## src/hw/prds_pkg.sv

```systemverilog
/*
 package for the pwm restart, dead-band and steering block: register offsets,
 field positions, reset values and carrier types. assumes one 125 MHz clock.
*/
package prds_pkg;
    localparam logic [2:0] ADDR_DEADBAND = 3'h0;
    localparam logic [2:0] ADDR_STEERING = 3'h1;
    localparam logic [2:0] ADDR_CCPCTRL = 3'h2;
    localparam logic [2:0] ADDR_SHUTDOWN = 3'h3;
    localparam logic [2:0] ADDR_STATUS = 3'h4;
    localparam int RESTART_BIT = 7;
    localparam int SYNC_BIT = 4;
    localparam int SDFLAG_BIT = 7;
    localparam int STATUS_OSCFAIL_BIT = 0;
    localparam int STATUS_SDIN_BIT = 1;
    localparam logic [7:0] DEADBAND_RST = 8'h00;
    localparam logic [7:0] STEERING_RST = 8'h01;
    localparam logic [7:0] CCPCTRL_RST = 8'h00;
    localparam logic [7:0] SHUTDOWN_RST = 8'h00;
    localparam logic [7:0] STEERING_WMASK = 8'hDF;
    localparam int INSN_CYCLE_CLKS = 4;
    localparam logic [1:0] CCP_SINGLE_HI = 2'h3;
    localparam logic [1:0] OUTCFG_SINGLE = 2'h0;

    typedef struct packed {
        logic [2:0] addr;
        logic [7:0] wdata;
        logic wr;
        logic rd;
    } prds_bus_type;

    typedef struct packed {
        logic [3:0] out;
        logic [3:0] oe;
    } prds_pins_type;

    typedef enum logic [1:0] {
        ST_RUN = 2'b01,
        ST_SHUT = 2'b10
    } prds_state_type;
endpackage

```

## src/hw/prds_top.sv

```systemverilog
/*
 pwm output conditioning: auto-shutdown with auto-restart, dead-band delay on
 rising edges, pulse steering onto four pins. assumes the raw pwm, period start,
 shutdown condition, sleep and clock-fail inputs come from outside, unsynchronised.
*/
// Our own choices: the register offsets and the plain strobed port.
`timescale 1ns/1ps
`default_nettype none
// Notes on behaviour
// - auto restart only when top bit of dead-band register is one
// - with auto restart, flag follows condition and clears in hardware
// - after shutdown, outputs stay in shutdown state until next period start
// - without auto restart flag stays set until software clears it
// - dead-band delay only on inactive-to-active transitions
// - delay equals count field times four clocks
// - steering only when mode upper bits 11 and output config 00
// - each steering bit routes pwm to its pin, else port control
// - steered pins take polarity from mode field low bits
// - shutdown forces only steered pins in steering mode
// - sync bit zero applies steering immediately after the write
// - sync bit one defers steering to next period start
// - pair field 00 steering, 01 A/B, 10 A/C, 11 A/D
// - steering bit five reads zero, writes ignored
// - sleep freezes all state except registers, input sync, read data and clock-fail flag, and holds pin levels
// - primary idle keeps the unit running unchanged
// - clock failure sets fail flag, unit keeps running on fallback clock
// - shutdown drives pairs A/C and B/D: 00 low, 01 high, 1x tristate
// - shutdown is level sensitive, held while condition present
// - flag writes ignored while condition present
module prds_top (
    // clock and reset
    input wire logic clk_i,
    input wire logic srst_i,
    // register port
    input wire prds_pkg::prds_bus_type bus_i,
    output logic [7:0] rdata_o,
    // pwm core and system
    input wire logic pwm_raw_i,
    input wire logic period_start_i,
    input wire logic shutdown_cond_i,
    input wire logic sleep_i,
    input wire logic clock_fail_i,
    input wire logic [3:0] port_data_i,
    input wire logic [3:0] port_oe_i,
    // pins
    output prds_pkg::prds_pins_type pins_o
);
    import prds_pkg::*;

    logic [4:0] sync1_q, sync2_q;
    logic pwm_s, per_s, sd_s, slp_s, cf_s;
    logic per_prev_q;
    logic per_pulse;
    logic run;
    logic [7:0] db_q, steer_q, steer_act_q, ccp_q, sdc_q;
    logic osc_fail_q;
    logic flag_q;
    prds_state_type state_q;
    logic [8:0] dly_q;
    logic pwm_prev_q, pwm_del_q;
    logic [7:0] rdata_q;
    prds_pins_type pins_q;

    // two flops on the pwm, period start, shutdown, sleep and clock-fail inputs before use
    always_ff @(posedge clk_i) begin
        if (srst_i) begin
            sync1_q <= 5'h00;
            sync2_q <= 5'h00;
        end else begin
            sync1_q <= {clock_fail_i, sleep_i, shutdown_cond_i, period_start_i, pwm_raw_i};
            sync2_q <= sync1_q;
        end
    end
    assign pwm_s = sync2_q[0];
    assign per_s = sync2_q[1];
    assign sd_s = sync2_q[2];
    assign slp_s = sync2_q[3];
    assign cf_s = sync2_q[4];
    // sleep gates every state update except register writes, input sync, read data and the clock-fail flag; idle is simply not seen here
    assign run = ~slp_s;
    assign per_pulse = run & per_s & ~per_prev_q;

    always_ff @(posedge clk_i) begin
        if (srst_i) begin
            per_prev_q <= 1'b0;
        end else if (run) begin
            per_prev_q <= per_s;
        end
    end

    function automatic logic wr_hit(input prds_bus_type b, input logic [2:0] a);
        wr_hit = b.wr & (b.addr == a);
    endfunction

    // register writes; the bus keeps working in sleep so software may still configure
    always_ff @(posedge clk_i) begin
        if (srst_i) begin
            db_q <= DEADBAND_RST;
            steer_q <= STEERING_RST;
            ccp_q <= CCPCTRL_RST;
            sdc_q <= SHUTDOWN_RST;
        end else begin
            if (wr_hit(bus_i, ADDR_DEADBAND)) begin
                db_q <= bus_i.wdata;
            end
            if (wr_hit(bus_i, ADDR_STEERING)) begin
                steer_q <= bus_i.wdata & STEERING_WMASK;
            end
            if (wr_hit(bus_i, ADDR_CCPCTRL)) begin
                ccp_q <= bus_i.wdata;
            end
            if (wr_hit(bus_i, ADDR_SHUTDOWN)) begin
                sdc_q <= {1'b0, bus_i.wdata[6:0]};
            end
        end
    end

    // active steering copy: immediate or at the period boundary
    always_ff @(posedge clk_i) begin
        if (srst_i) begin
            steer_act_q <= STEERING_RST;
        end else if (run) begin
            if (!steer_q[SYNC_BIT]) begin
                steer_act_q <= steer_q;
            end else if (per_pulse) begin
                steer_act_q <= steer_q;
            end
        end
    end

    // clock-fail flag is sticky; the event wins over a software clear
    always_ff @(posedge clk_i) begin
        if (srst_i) begin
            osc_fail_q <= 1'b0;
        end else if (cf_s) begin
            osc_fail_q <= 1'b1;
        end else if (wr_hit(bus_i, ADDR_STATUS) && !bus_i.wdata[STATUS_OSCFAIL_BIT]) begin
            osc_fail_q <= 1'b0;
        end
    end

    // shutdown flag: condition sets, hardware or software clears
    always_ff @(posedge clk_i) begin
        if (srst_i) begin
            flag_q <= 1'b0;
        end else if (run) begin
            if (sd_s) begin
                flag_q <= 1'b1;
            end else if (wr_hit(bus_i, ADDR_SHUTDOWN)) begin
                flag_q <= bus_i.wdata[SDFLAG_BIT];
            end else if (db_q[RESTART_BIT]) begin
                flag_q <= 1'b0;
            end
        end
    end

    // outputs leave shutdown only at a period start once the flag is clear
    always_ff @(posedge clk_i) begin
        if (srst_i) begin
            state_q <= ST_RUN;
        end else if (run) begin
            case (state_q)
                ST_RUN: begin
                    if (sd_s || flag_q) begin
                        state_q <= ST_SHUT;
                    end
                end
                ST_SHUT: begin
                    if (!flag_q && !sd_s && per_pulse) begin
                        state_q <= ST_RUN;
                    end
                end
                default: begin
                    state_q <= ST_SHUT;
                end
            endcase
        end
    end

    // dead band: rising edge waits count*4 clocks, falling edge passes at once
    always_ff @(posedge clk_i) begin
        if (srst_i) begin
            pwm_prev_q <= 1'b0;
            pwm_del_q <= 1'b0;
            dly_q <= 9'h000;
        end else if (run) begin
            pwm_prev_q <= pwm_s;
            if (!pwm_s) begin
                pwm_del_q <= 1'b0;
                dly_q <= 9'h000;
            end else if (!pwm_prev_q) begin
                if (db_q[6:0] == 7'h00) begin
                    pwm_del_q <= 1'b1;
                end else begin
                    dly_q <= 9'({db_q[6:0], 2'b00}) - 9'h001;
                end
            end else if (dly_q != 9'h000) begin
                dly_q <= dly_q - 9'h001;
            end else begin
                pwm_del_q <= 1'b1;
            end
        end
    end

    // pin mux; outputs are registered and held during sleep
    logic steer_mode;
    logic [3:0] sel;
    logic [3:0] pol;
    logic [1:0] pss_ac, pss_bd;
    prds_pins_type pins_d;
    assign steer_mode = (ccp_q[3:2] == CCP_SINGLE_HI) && (ccp_q[7:6] == OUTCFG_SINGLE);
    assign pss_ac = sdc_q[3:2];
    assign pss_bd = sdc_q[1:0];

    always_comb begin
        case (steer_act_q[7:6])
            2'h1: sel = 4'h3;
            2'h2: sel = 4'h5;
            2'h3: sel = 4'h9;
            default: sel = steer_act_q[3:0];
        endcase
        // low mode bits: bit1 sets A/C active-low, bit0 sets B/D active-low
        pol = {ccp_q[0], ccp_q[1], ccp_q[0], ccp_q[1]};
        pins_d.out = port_data_i;
        pins_d.oe = port_oe_i;
        for (int i = 0; i < 4; i++) begin
            if (steer_mode && sel[i]) begin
                if (state_q == ST_SHUT) begin
                    // only steered pins are forced
                    pins_d.out[i] = (i[0] ? pss_bd[0] : pss_ac[0]);
                    pins_d.oe[i] = ~(i[0] ? pss_bd[1] : pss_ac[1]);
                end else begin
                    pins_d.out[i] = pwm_del_q ^ pol[i];
                    pins_d.oe[i] = port_oe_i[i];
                end
            end
        end
    end

    always_ff @(posedge clk_i) begin
        if (srst_i) begin
            pins_q <= '0;
        end else if (run) begin
            pins_q <= pins_d;
        end
    end

    // read data one cycle after the strobe, zero otherwise
    always_ff @(posedge clk_i) begin
        if (srst_i) begin
            rdata_q <= 8'h00;
        end else if (bus_i.rd) begin
            case (bus_i.addr)
                ADDR_DEADBAND: rdata_q <= db_q;
                ADDR_STEERING: rdata_q <= steer_q;
                ADDR_CCPCTRL: rdata_q <= ccp_q;
                ADDR_SHUTDOWN: rdata_q <= {flag_q, sdc_q[6:0]};
                ADDR_STATUS: rdata_q <= {6'h00, sd_s, osc_fail_q};
                default: rdata_q <= 8'h00;
            endcase
        end else begin
            rdata_q <= 8'h00;
        end
    end

    assign rdata_o = rdata_q;
    assign pins_o = pins_q;
endmodule
`default_nettype wire

```

## config.mk

```make
export PLATFORM = sky130hd
export DESIGN_NAME = prds_top
export DESIGN_NICKNAME = d
export VERILOG_FILES = /design/src/hw/prds_pkg.sv /design/src/hw/prds_top.sv
export SDC_FILE = /design/constraint.sdc
export NUM_CORES = 1
export LEC_CHECK = 0
export CAP_MARGIN = 20
export CORE_ASPECT_RATIO = 0.6
export CORE_MARGIN = 10
export CORE_UTILIZATION = 57
export CTS_CLUSTER_SIZE = 12
export DETAILED_ROUTE_END_ITERATION = 6
export DONT_BUFFER_PORTS = 1
export HOLD_SLACK_MARGIN = 0.1
export PLACE_DENSITY = 0.75
export SYNTH_ARGS = -nofsm -noshare
export SYNTH_HDL_FRONTEND = slang
export SYNTH_SLANG_ARGS = --single-unit
```

## constraint.sdc

```tcl
create_clock -name clk_i -period 2.2 [get_ports clk_i]
set_clock_uncertainty 0.05 [all_clocks]
set_input_delay 0.22 -clock clk_i [delete_from_list [all_inputs] [get_ports clk_i]]
set_output_delay 0.22 -clock clk_i [all_outputs]
set_load 0.01 [all_outputs]
```

==> results of run 1 <==
## state kept, by name, indices dropped and copies added (netlist names), 2 cells and up
| name | cells |
|---|---|
| ccp_q | 8 |
| db_q | 8 |
| dly_q | 9 |
| pins_o | 8 |
| rdata_o | 8 |
| sdc_q | 7 |
| state_q | 2 |
| steer_act_q | 6 |
| steer_q | 7 |
| sync1_q | 5 |
| sync2_q | 5 |
## Yosys cell counts (4+ instances only)
master / instances
dfxtp_1: 78
nand2_1: 44
nor2_1: 40
a21oi_1: 28
mux2i_1: 24
nor2b_1: 17
clkbuf_1: 14
o21ai_0: 14
inv_1: 11
nor3_1: 6
a22oi_1: 5
a31oi_1: 5
mux4_2: 5
a311oi_1: 4
mux2_2: 4
nor4_1: 4
o32ai_1: 4
## worst reg2reg max path: cells and delay by family, from the launching register on
kind	cells	cell delay, ns
and+or+nand+nor	2	1.09
buffers and inverters	1	0.10
adders and majority gates	1	0.21
AOI/OAI and AO/OA	2	0.27
DFF	1	0.32
## layout make-up
type	count	area share
clock buffer	11	0.0315
tap	84	0.0252
inverter	12	0.0108
clock inverter	5	0.0198
multi-input combinational	275	0.447
timing repair buffer	38	0.0906
sequential	78	0.375
## per-layer routing
metal  up-vias  track usage
met1      1431        0.266
met5         -            0
met3         6       0.0762
met4         0       0.0386
met2       155        0.254
li1       1447            -
## cell families (layout without fill, tap and decap cells)
kind of cell | count (synthesis) | in the layout | share of synthesized area
xor gates and xnor gates | 6 | 6 | 0.0147
adders and majority gates | 3 | 3 | 0.0105
AOI/OAI and AO/OA | 85 | 85 | 0.154
and+or+nand+nor | 148 | 148 | 0.223
muxes | 33 | 33 | 0.111
buffers and inverters | 36 | 66 | 0.0501
DFF | 78 | 78 | 0.437
## power by group through the flow
stage / combinational, mW / clock [mW] / sequential, mW
after floorplan: 0.207 / 0 / 1.52
after global placement: 0.202 / 0 / 1.54
after detailed placement: 0.208 / 0 / 1.54
after CTS: 0.276 / 1.17 / 1.50
after global routing: 0.313 / 1.25 / 1.51
final: 0.285 / 1.17 / 1.51
## how the worst max path moves through the flow
stage / to / slack (ns) / start
4_1_cts: db_q[4] / 0.04 / bus_i[11]
6_report: dly_q[5] / 0.05 / dly_q[0]
3_5_place_dp: dly_q[6] / 0.06 / dly_q[0]
2_1_floorplan: dly_q[5] / 0.14 / dly_q[0]
5_1_grt: dly_q[7] / -0.03 / db_q[0]
3_3_place_gp: dly_q[6] / 0.12 / dly_q[0]
## what timing repair did
action / CTS / global route
endpoints found under the hold margin: 67 / 1
resized for setup: 0 / 3
hold buffers: 28 / 2
endpoints found under the setup margin: 0 / 8
==> summary.txt, run 1 <==
Power
  • Sw Pwr: 0.717 mW
  • Total chip power: 2.96 mW
  • Pwr per Cell Area: 709 nW/µm²
  • Sw frac: 0.242
  • Int Pwr: 2.24 mW
  • Power share of the sequential group: 0.509
  • Max VDD drop: 0.553 mV
  • Clock power share: 0.394
  • Gate power share: 0.097
  • Leak pwr: 1.46 nW

Layout
  • # nets final: 445
  • Antenna fix cells: 0
  • Commonest non-fill, non-tap cell in the layout: dfxtp_1
  • Most frequent cells in the layout: dfxtp_1 (78), nand2_1 (44), nor2_1 (40), dlygate4sd3_1 (29), a21oi_1 (28)
  • Area of the multi-input gates: 1870 µm²
  • Reg area: 1560 µm²
  • Synth-to-Final Area Change: 16.7%
  • Fin cells: 503
  • Layout cells sized above 1: 0.107
  • # fillers: 464
  • Final core occ: 0.685
  • Finished Cell Area: 4170 µm²

Worst setup path
  • Startpoint types: flop
  • CP peak stage delay: 0.56 ns
  • Crit Path Class: flop to flop
  • CP endpoint kind: flop
  • R2R cell count: 6
  • CP max FO: 7
  • Critical path arrival: 2.32 ns
  • R2R Path Start: dly_q[0]
  • Worst path depth: 6
  • CP top delay family: simple AND/OR/NAND/NOR gates
  • Slowest cell on crit path: or4_4
  • CP Data Required Time: 2.37 ns
  • FF-to-FF End: dly_q[5]
  • Reg2Reg Setup Slack: 0.05 ns
  • CP cell instances: inv_1 > ha_2 > or4b_4 > or4_4 > a31oi_1 > a211oi_1
  • Sum of buffers and inverters on the critical path: 1

Placed design
  • Area after DPL: 3620 µm²
  • Placer's final routability congestion estimate: 0.880
  • Detailed Place HPWL: 6170 µm
  • PortBufs: 0
  • Pre-CTS WS: 0.0587 ns
  • Placed cells: 457

Drt
  • Routed vias: 3039
  • Via/cell ratio: 6.04
  • Top Metal Used: met4
  • WL met1: 4340 µm
  • Detailed-route DRC error count: 0
  • Met3 wire len: 1050 µm
  • DRT Pass-1 Iters: 7
  • Initial DRC Count: 503
  • Met2 WL: 3790 µm
  • Routed len/inst: 18.4 µm
  • Post-route ant nets: 0
  • Final WL: 9230 µm

Floorplan
  • Initial Utilization: 0.587
  • Rows: 22
  • Die area: 9940 µm²
  • Die height: 81.3 µm
  • Core area: 6080 µm²
  • Die X-Extent: 122 µm
  • Top Ports: 44

Min path
  • Worst hold path class: input port to flop
  • Hold_sp: bus_i[11]
  • Hold Path Depth: 2
  • Worst Hold End: rdata_o[6]

Global route
  • Vias in the first global route: 2790
  • Initial antenna violation count: 0
  • Largest net degree at the start of global routing: 63
  • First-pass GRT wire length: 14600 µm
  • All-Layer GR Usage: 0.186
  • GRT overflow: 0

Logic synthesis
  • Top_reg_cell synth: dfxtp_1
  • Yosys top cell by area: dfxtp_1
  • Syn Inst Count: 389
  • Sequential fraction of the synthesis area: 0.437
  • Synthesized net count: 420
  • Number of distinct library cells after synthesis: 66
  • Synthesis Warnings: 0
  • EDFF count, synth: 0
  • Syn Area/Cell: 9.19 µm²
  • Share of Yosys cell area claimed by the top area cell type: 0.437
  • Mapped cell area: 3570 µm²
  • Ys async rst share: 0
  • Yosys reg bits: 78
  • Synth area leaders: dfxtp_1 (44%), mux2i_1 (6.7%), nand2_1 (4.6%)

Clocking
  • CTS tree: yes
  • Clock buffer depth: 2
  • Total CTS buffers: 9
  • Clock-pin slew of the registers on the worst-case setup and hold paths: 0.08 ns
  • Clock Latency Late Sink: 0.34 ns
  • Postcts setup bufs: 0
  • Clk sinks: 78
  • Root Driver: clkbuf_8
  • Max H-tree Level: 3

STA
  • Worst-Margin Slew: 0.554 ns
  • Final Hold Vio Count: 0
  • Fin crit period: 2.15 ns
  • Fmax: 0.465 GHz
  • Setup tns final: 0 ns
  • Final setup fails: 0
  • Max Slew Vio Count: 0
  • Worst setup slack after layout: 0.0476 ns
  • Period utilization: 0.978
  • Slew headroom: 0.631
  • WHS: 0.120 ns

Status
  • Status: completed

Run
  • Max Cap Viol: 0
No activity file was read; power rests on OpenSTA's default activity.
==> run 2: changes to the inputs <==
ABC_AREA = 1   (was default)
TNS_END_PERCENT = 1   (was default)
==> summary.txt, run 2 <==
Logic synthesis
  • Synth Area in XOR/XNOR: 0.00992
  • Synth area leaders: dfxtp_1 (44%), o21ai_0 (7.9%), nor2_1 (7.8%)
  • Commonest cells post-synth: dfxtp_1 (78), nor2_1 (73), inv_1 (68)
  • Synth Area in Compound Gates: 0.199
  • Synthesized net count: 525
  • Ys async rst share: 0
  • Adder-Cell Fraction of Synth Area: 0.0106
  • Syn Inst Count: 494
  • Most common cell in the netlist: dfxtp_1
  • Top_reg_cell synth: dfxtp_1
  • Number of distinct library cells after synthesis: 29
  • Simple-gate portion of the synthesized area: 0.235
  • EDFF count, synth: 0
  • Sequential fraction of the synthesis area: 0.442
  • Syn Area/Cell: 7.15 µm²
  • Mapped cell area: 3530 µm²
  • Yosys top cell by area: dfxtp_1
  • Largest family of logic cells by synthesized area: simple AND/OR/NAND/NOR gates
  • Share of Yosys cell area claimed by the top area cell type: 0.442
  • Synthesis Warnings: 0
  • Yosys reg bits: 78
  • Mux contribution to synthesized area: 0

Worst setup path
  • CP peak stage delay: 0.58 ns
  • Critical path arrival: 2.31 ns
  • CP endpoint kind: flop
  • Slowest cell on crit path: dlygate4sd3_1
  • Crit Path Class: input port to flop
  • CP top delay family: buffers and inverters
  • CP most frequent cell: dlygate4sd3_1
  • CP Data Required Time: 2.43 ns
  • CP cell instances: dlygate4sd3_1 > nor2_4 > dlygate4sd3_1 > nand3_1 > dlygate4sd3_1 > a21oi_1
  • CP max FO: 5
  • Startpoint types: input port
  • Sum of buffers and inverters on the critical path: 3

STA
  • Max Slew Vio Count: 0
  • Setup tns final: 0 ns
  • Fin crit period: 2.09 ns
  • Final setup fails: 0
  • Period utilization: 0.949
  • Final Hold Vio Count: 0
  • Fmax: 0.479 GHz
  • RSZ-0062 raised after global routing: false
  • Worst-Margin Slew: 1.03 ns
  • Slew headroom: 0.314

Clocking
  • Clock buffer depth: 2
  • Max H-tree Level: 3
  • Root Driver: clkbuf_8
  • Clock Latency Late Sink: 0.35 ns
  • Postcts setup bufs: 0
  • Clk sinks: 78
  • Total CTS buffers: 9
  • CTS tree: yes
  • Clock-pin slew of the registers on the worst-case setup and hold paths: 0.08 ns

Floorplan
  • Die area: 9850 µm²
  • Core area: 6060 µm²
  • Die X-Extent: 122 µm
  • Rows: 22
  • Initial Utilization: 0.583
  • Top Ports: 44
  • Die height: 81.0 µm

Global route
  • All-Layer GR Usage: 0.184
  • First-pass GRT wire length: 14300 µm
  • Largest net degree at the start of global routing: 28
  • GRT overflow: 0
  • Vias in the first global route: 2854
  • Initial antenna violation count: 1

Min path
  • Worst hold path class: input port to flop

Layout
  • Synth-to-Final Area Change: 13.5%
  • Most frequent cells in the layout: dfxtp_1 (78), nor2_1 (73), inv_1 (68), nand2_1 (62), o21ai_0 (56)
  • # nets final: 547
  • Layout cells sized above 1: 0.0768
  • Number of flip-flops in the largest register: 9
  • Reg with most FFs: dly_q
  • # fillers: 554
  • Antenna fix cells: 0
  • Fin cells: 605
  • Commonest non-fill, non-tap cell in the layout: dfxtp_1

Drt
  • Post-route ant nets: 0
  • Via/cell ratio: 5.34
  • Routed vias: 3230
  • DRT Pass-1 Iters: 5
  • Initial DRC Count: 302
  • Final WL: 8910 µm
  • Routed len/inst: 14.7 µm
  • Detailed-route DRC error count: 0

Power
  • Leak pwr: 1.67 nW
  • Max VDD drop: 0.591 mV
  • Pwr per Cell Area: 744 nW/µm²

Placed design
  • PortBufs: 0
  • Placed cells: 566
  • Placer's final routability congestion estimate: 0.961
  • Detailed Place HPWL: 6470 µm

Status
  • Status: completed

Run
  • Max Cap Viol: 0
run 2: logic make-up after synthesis:
logic type | after synthesis
AND/OR/NAND/NOR | 188
AO/OA/AOI/OAI | 131
buffers and inverters | 90
flip-flops | 78
XOR/XNOR | 4
adder cells (fa/ha/maj) | 3
run 2: routing by layer:
layer	global-route usage	routed length (µm)	vias to the layer above
met5	0	0	-
met4	0.0521	65	0
met3	0.0693	928	8
met2	0.245	3480	126
met1	0.267	4430	1443
li1	-	-	1653
run 2: power breakdown:
part | leakage, nW | internal (mW) | switching, mW | total [mW]
registers | 0.638 | 1.48 | 0.0536 | 1.53
logic | 0.928 | 0.138 | 0.231 | 0.369
clock network | 0.0996 | 0.585 | 0.496 | 1.08
run 2: per-stage QoR:
step	setup WS, ns	area [µm²]	power [mW]	util	hold WS, ns
finish	0.113	4010	2.98	0.662	0.117
global route	0.0339	4010	3.13	0.662	0.158
CTS	0.131	4010	3.00	0.662	0.106
detailed placement	0.539	3580	1.88	0.591	0.248
global placement	0.607	3580	1.87	0.591	0.246
floorplan	0.783	3530	1.81	-	0.277
run 2: what timing repair did:
action,4_1_cts,5_1_grt
hold endpoints to repair,62,0
gates resized for setup,0,0
hold buffers,23,0
run 2: worst paths after layout:
check             cells after the start  slack, ns           start    endpoint
setup reg to reg                      6       0.52      sync2_q[3]  state_q[0]
hold reg to reg                       2       0.36      sync1_q[2]  sync2_q[2]
hold / removal                        4       0.12  port_data_i[1]   pins_o[5]
setup / recovery                      6       0.11       bus_i[12]  rdata_o[1]
run 2: layout make-up:
| class | count | area [µm²] | area share |
|---|---|---|---|
| inverters | 75 | 282 | 0.0702 |
| clock inverters | 3 | 42.5 | 0.0106 |
| flip-flops and latches | 78 | 1560 | 0.390 |
| well taps | 84 | 105 | 0.0262 |
| repair buffers | 26 | 253 | 0.0630 |
| multi-input cells | 326 | 1610 | 0.401 |
| clock buffers | 13 | 159 | 0.0396 |
run 2: worst register-to-register path, delay by kind of cell, from the launching register on:
kind	cells	cell delay (ns)
flip-flops	1	0.43
AO/OA/AOI/OAI	2	0.41
buffers and inverters	1	0.36
AND/OR/NAND/NOR	3	0.33
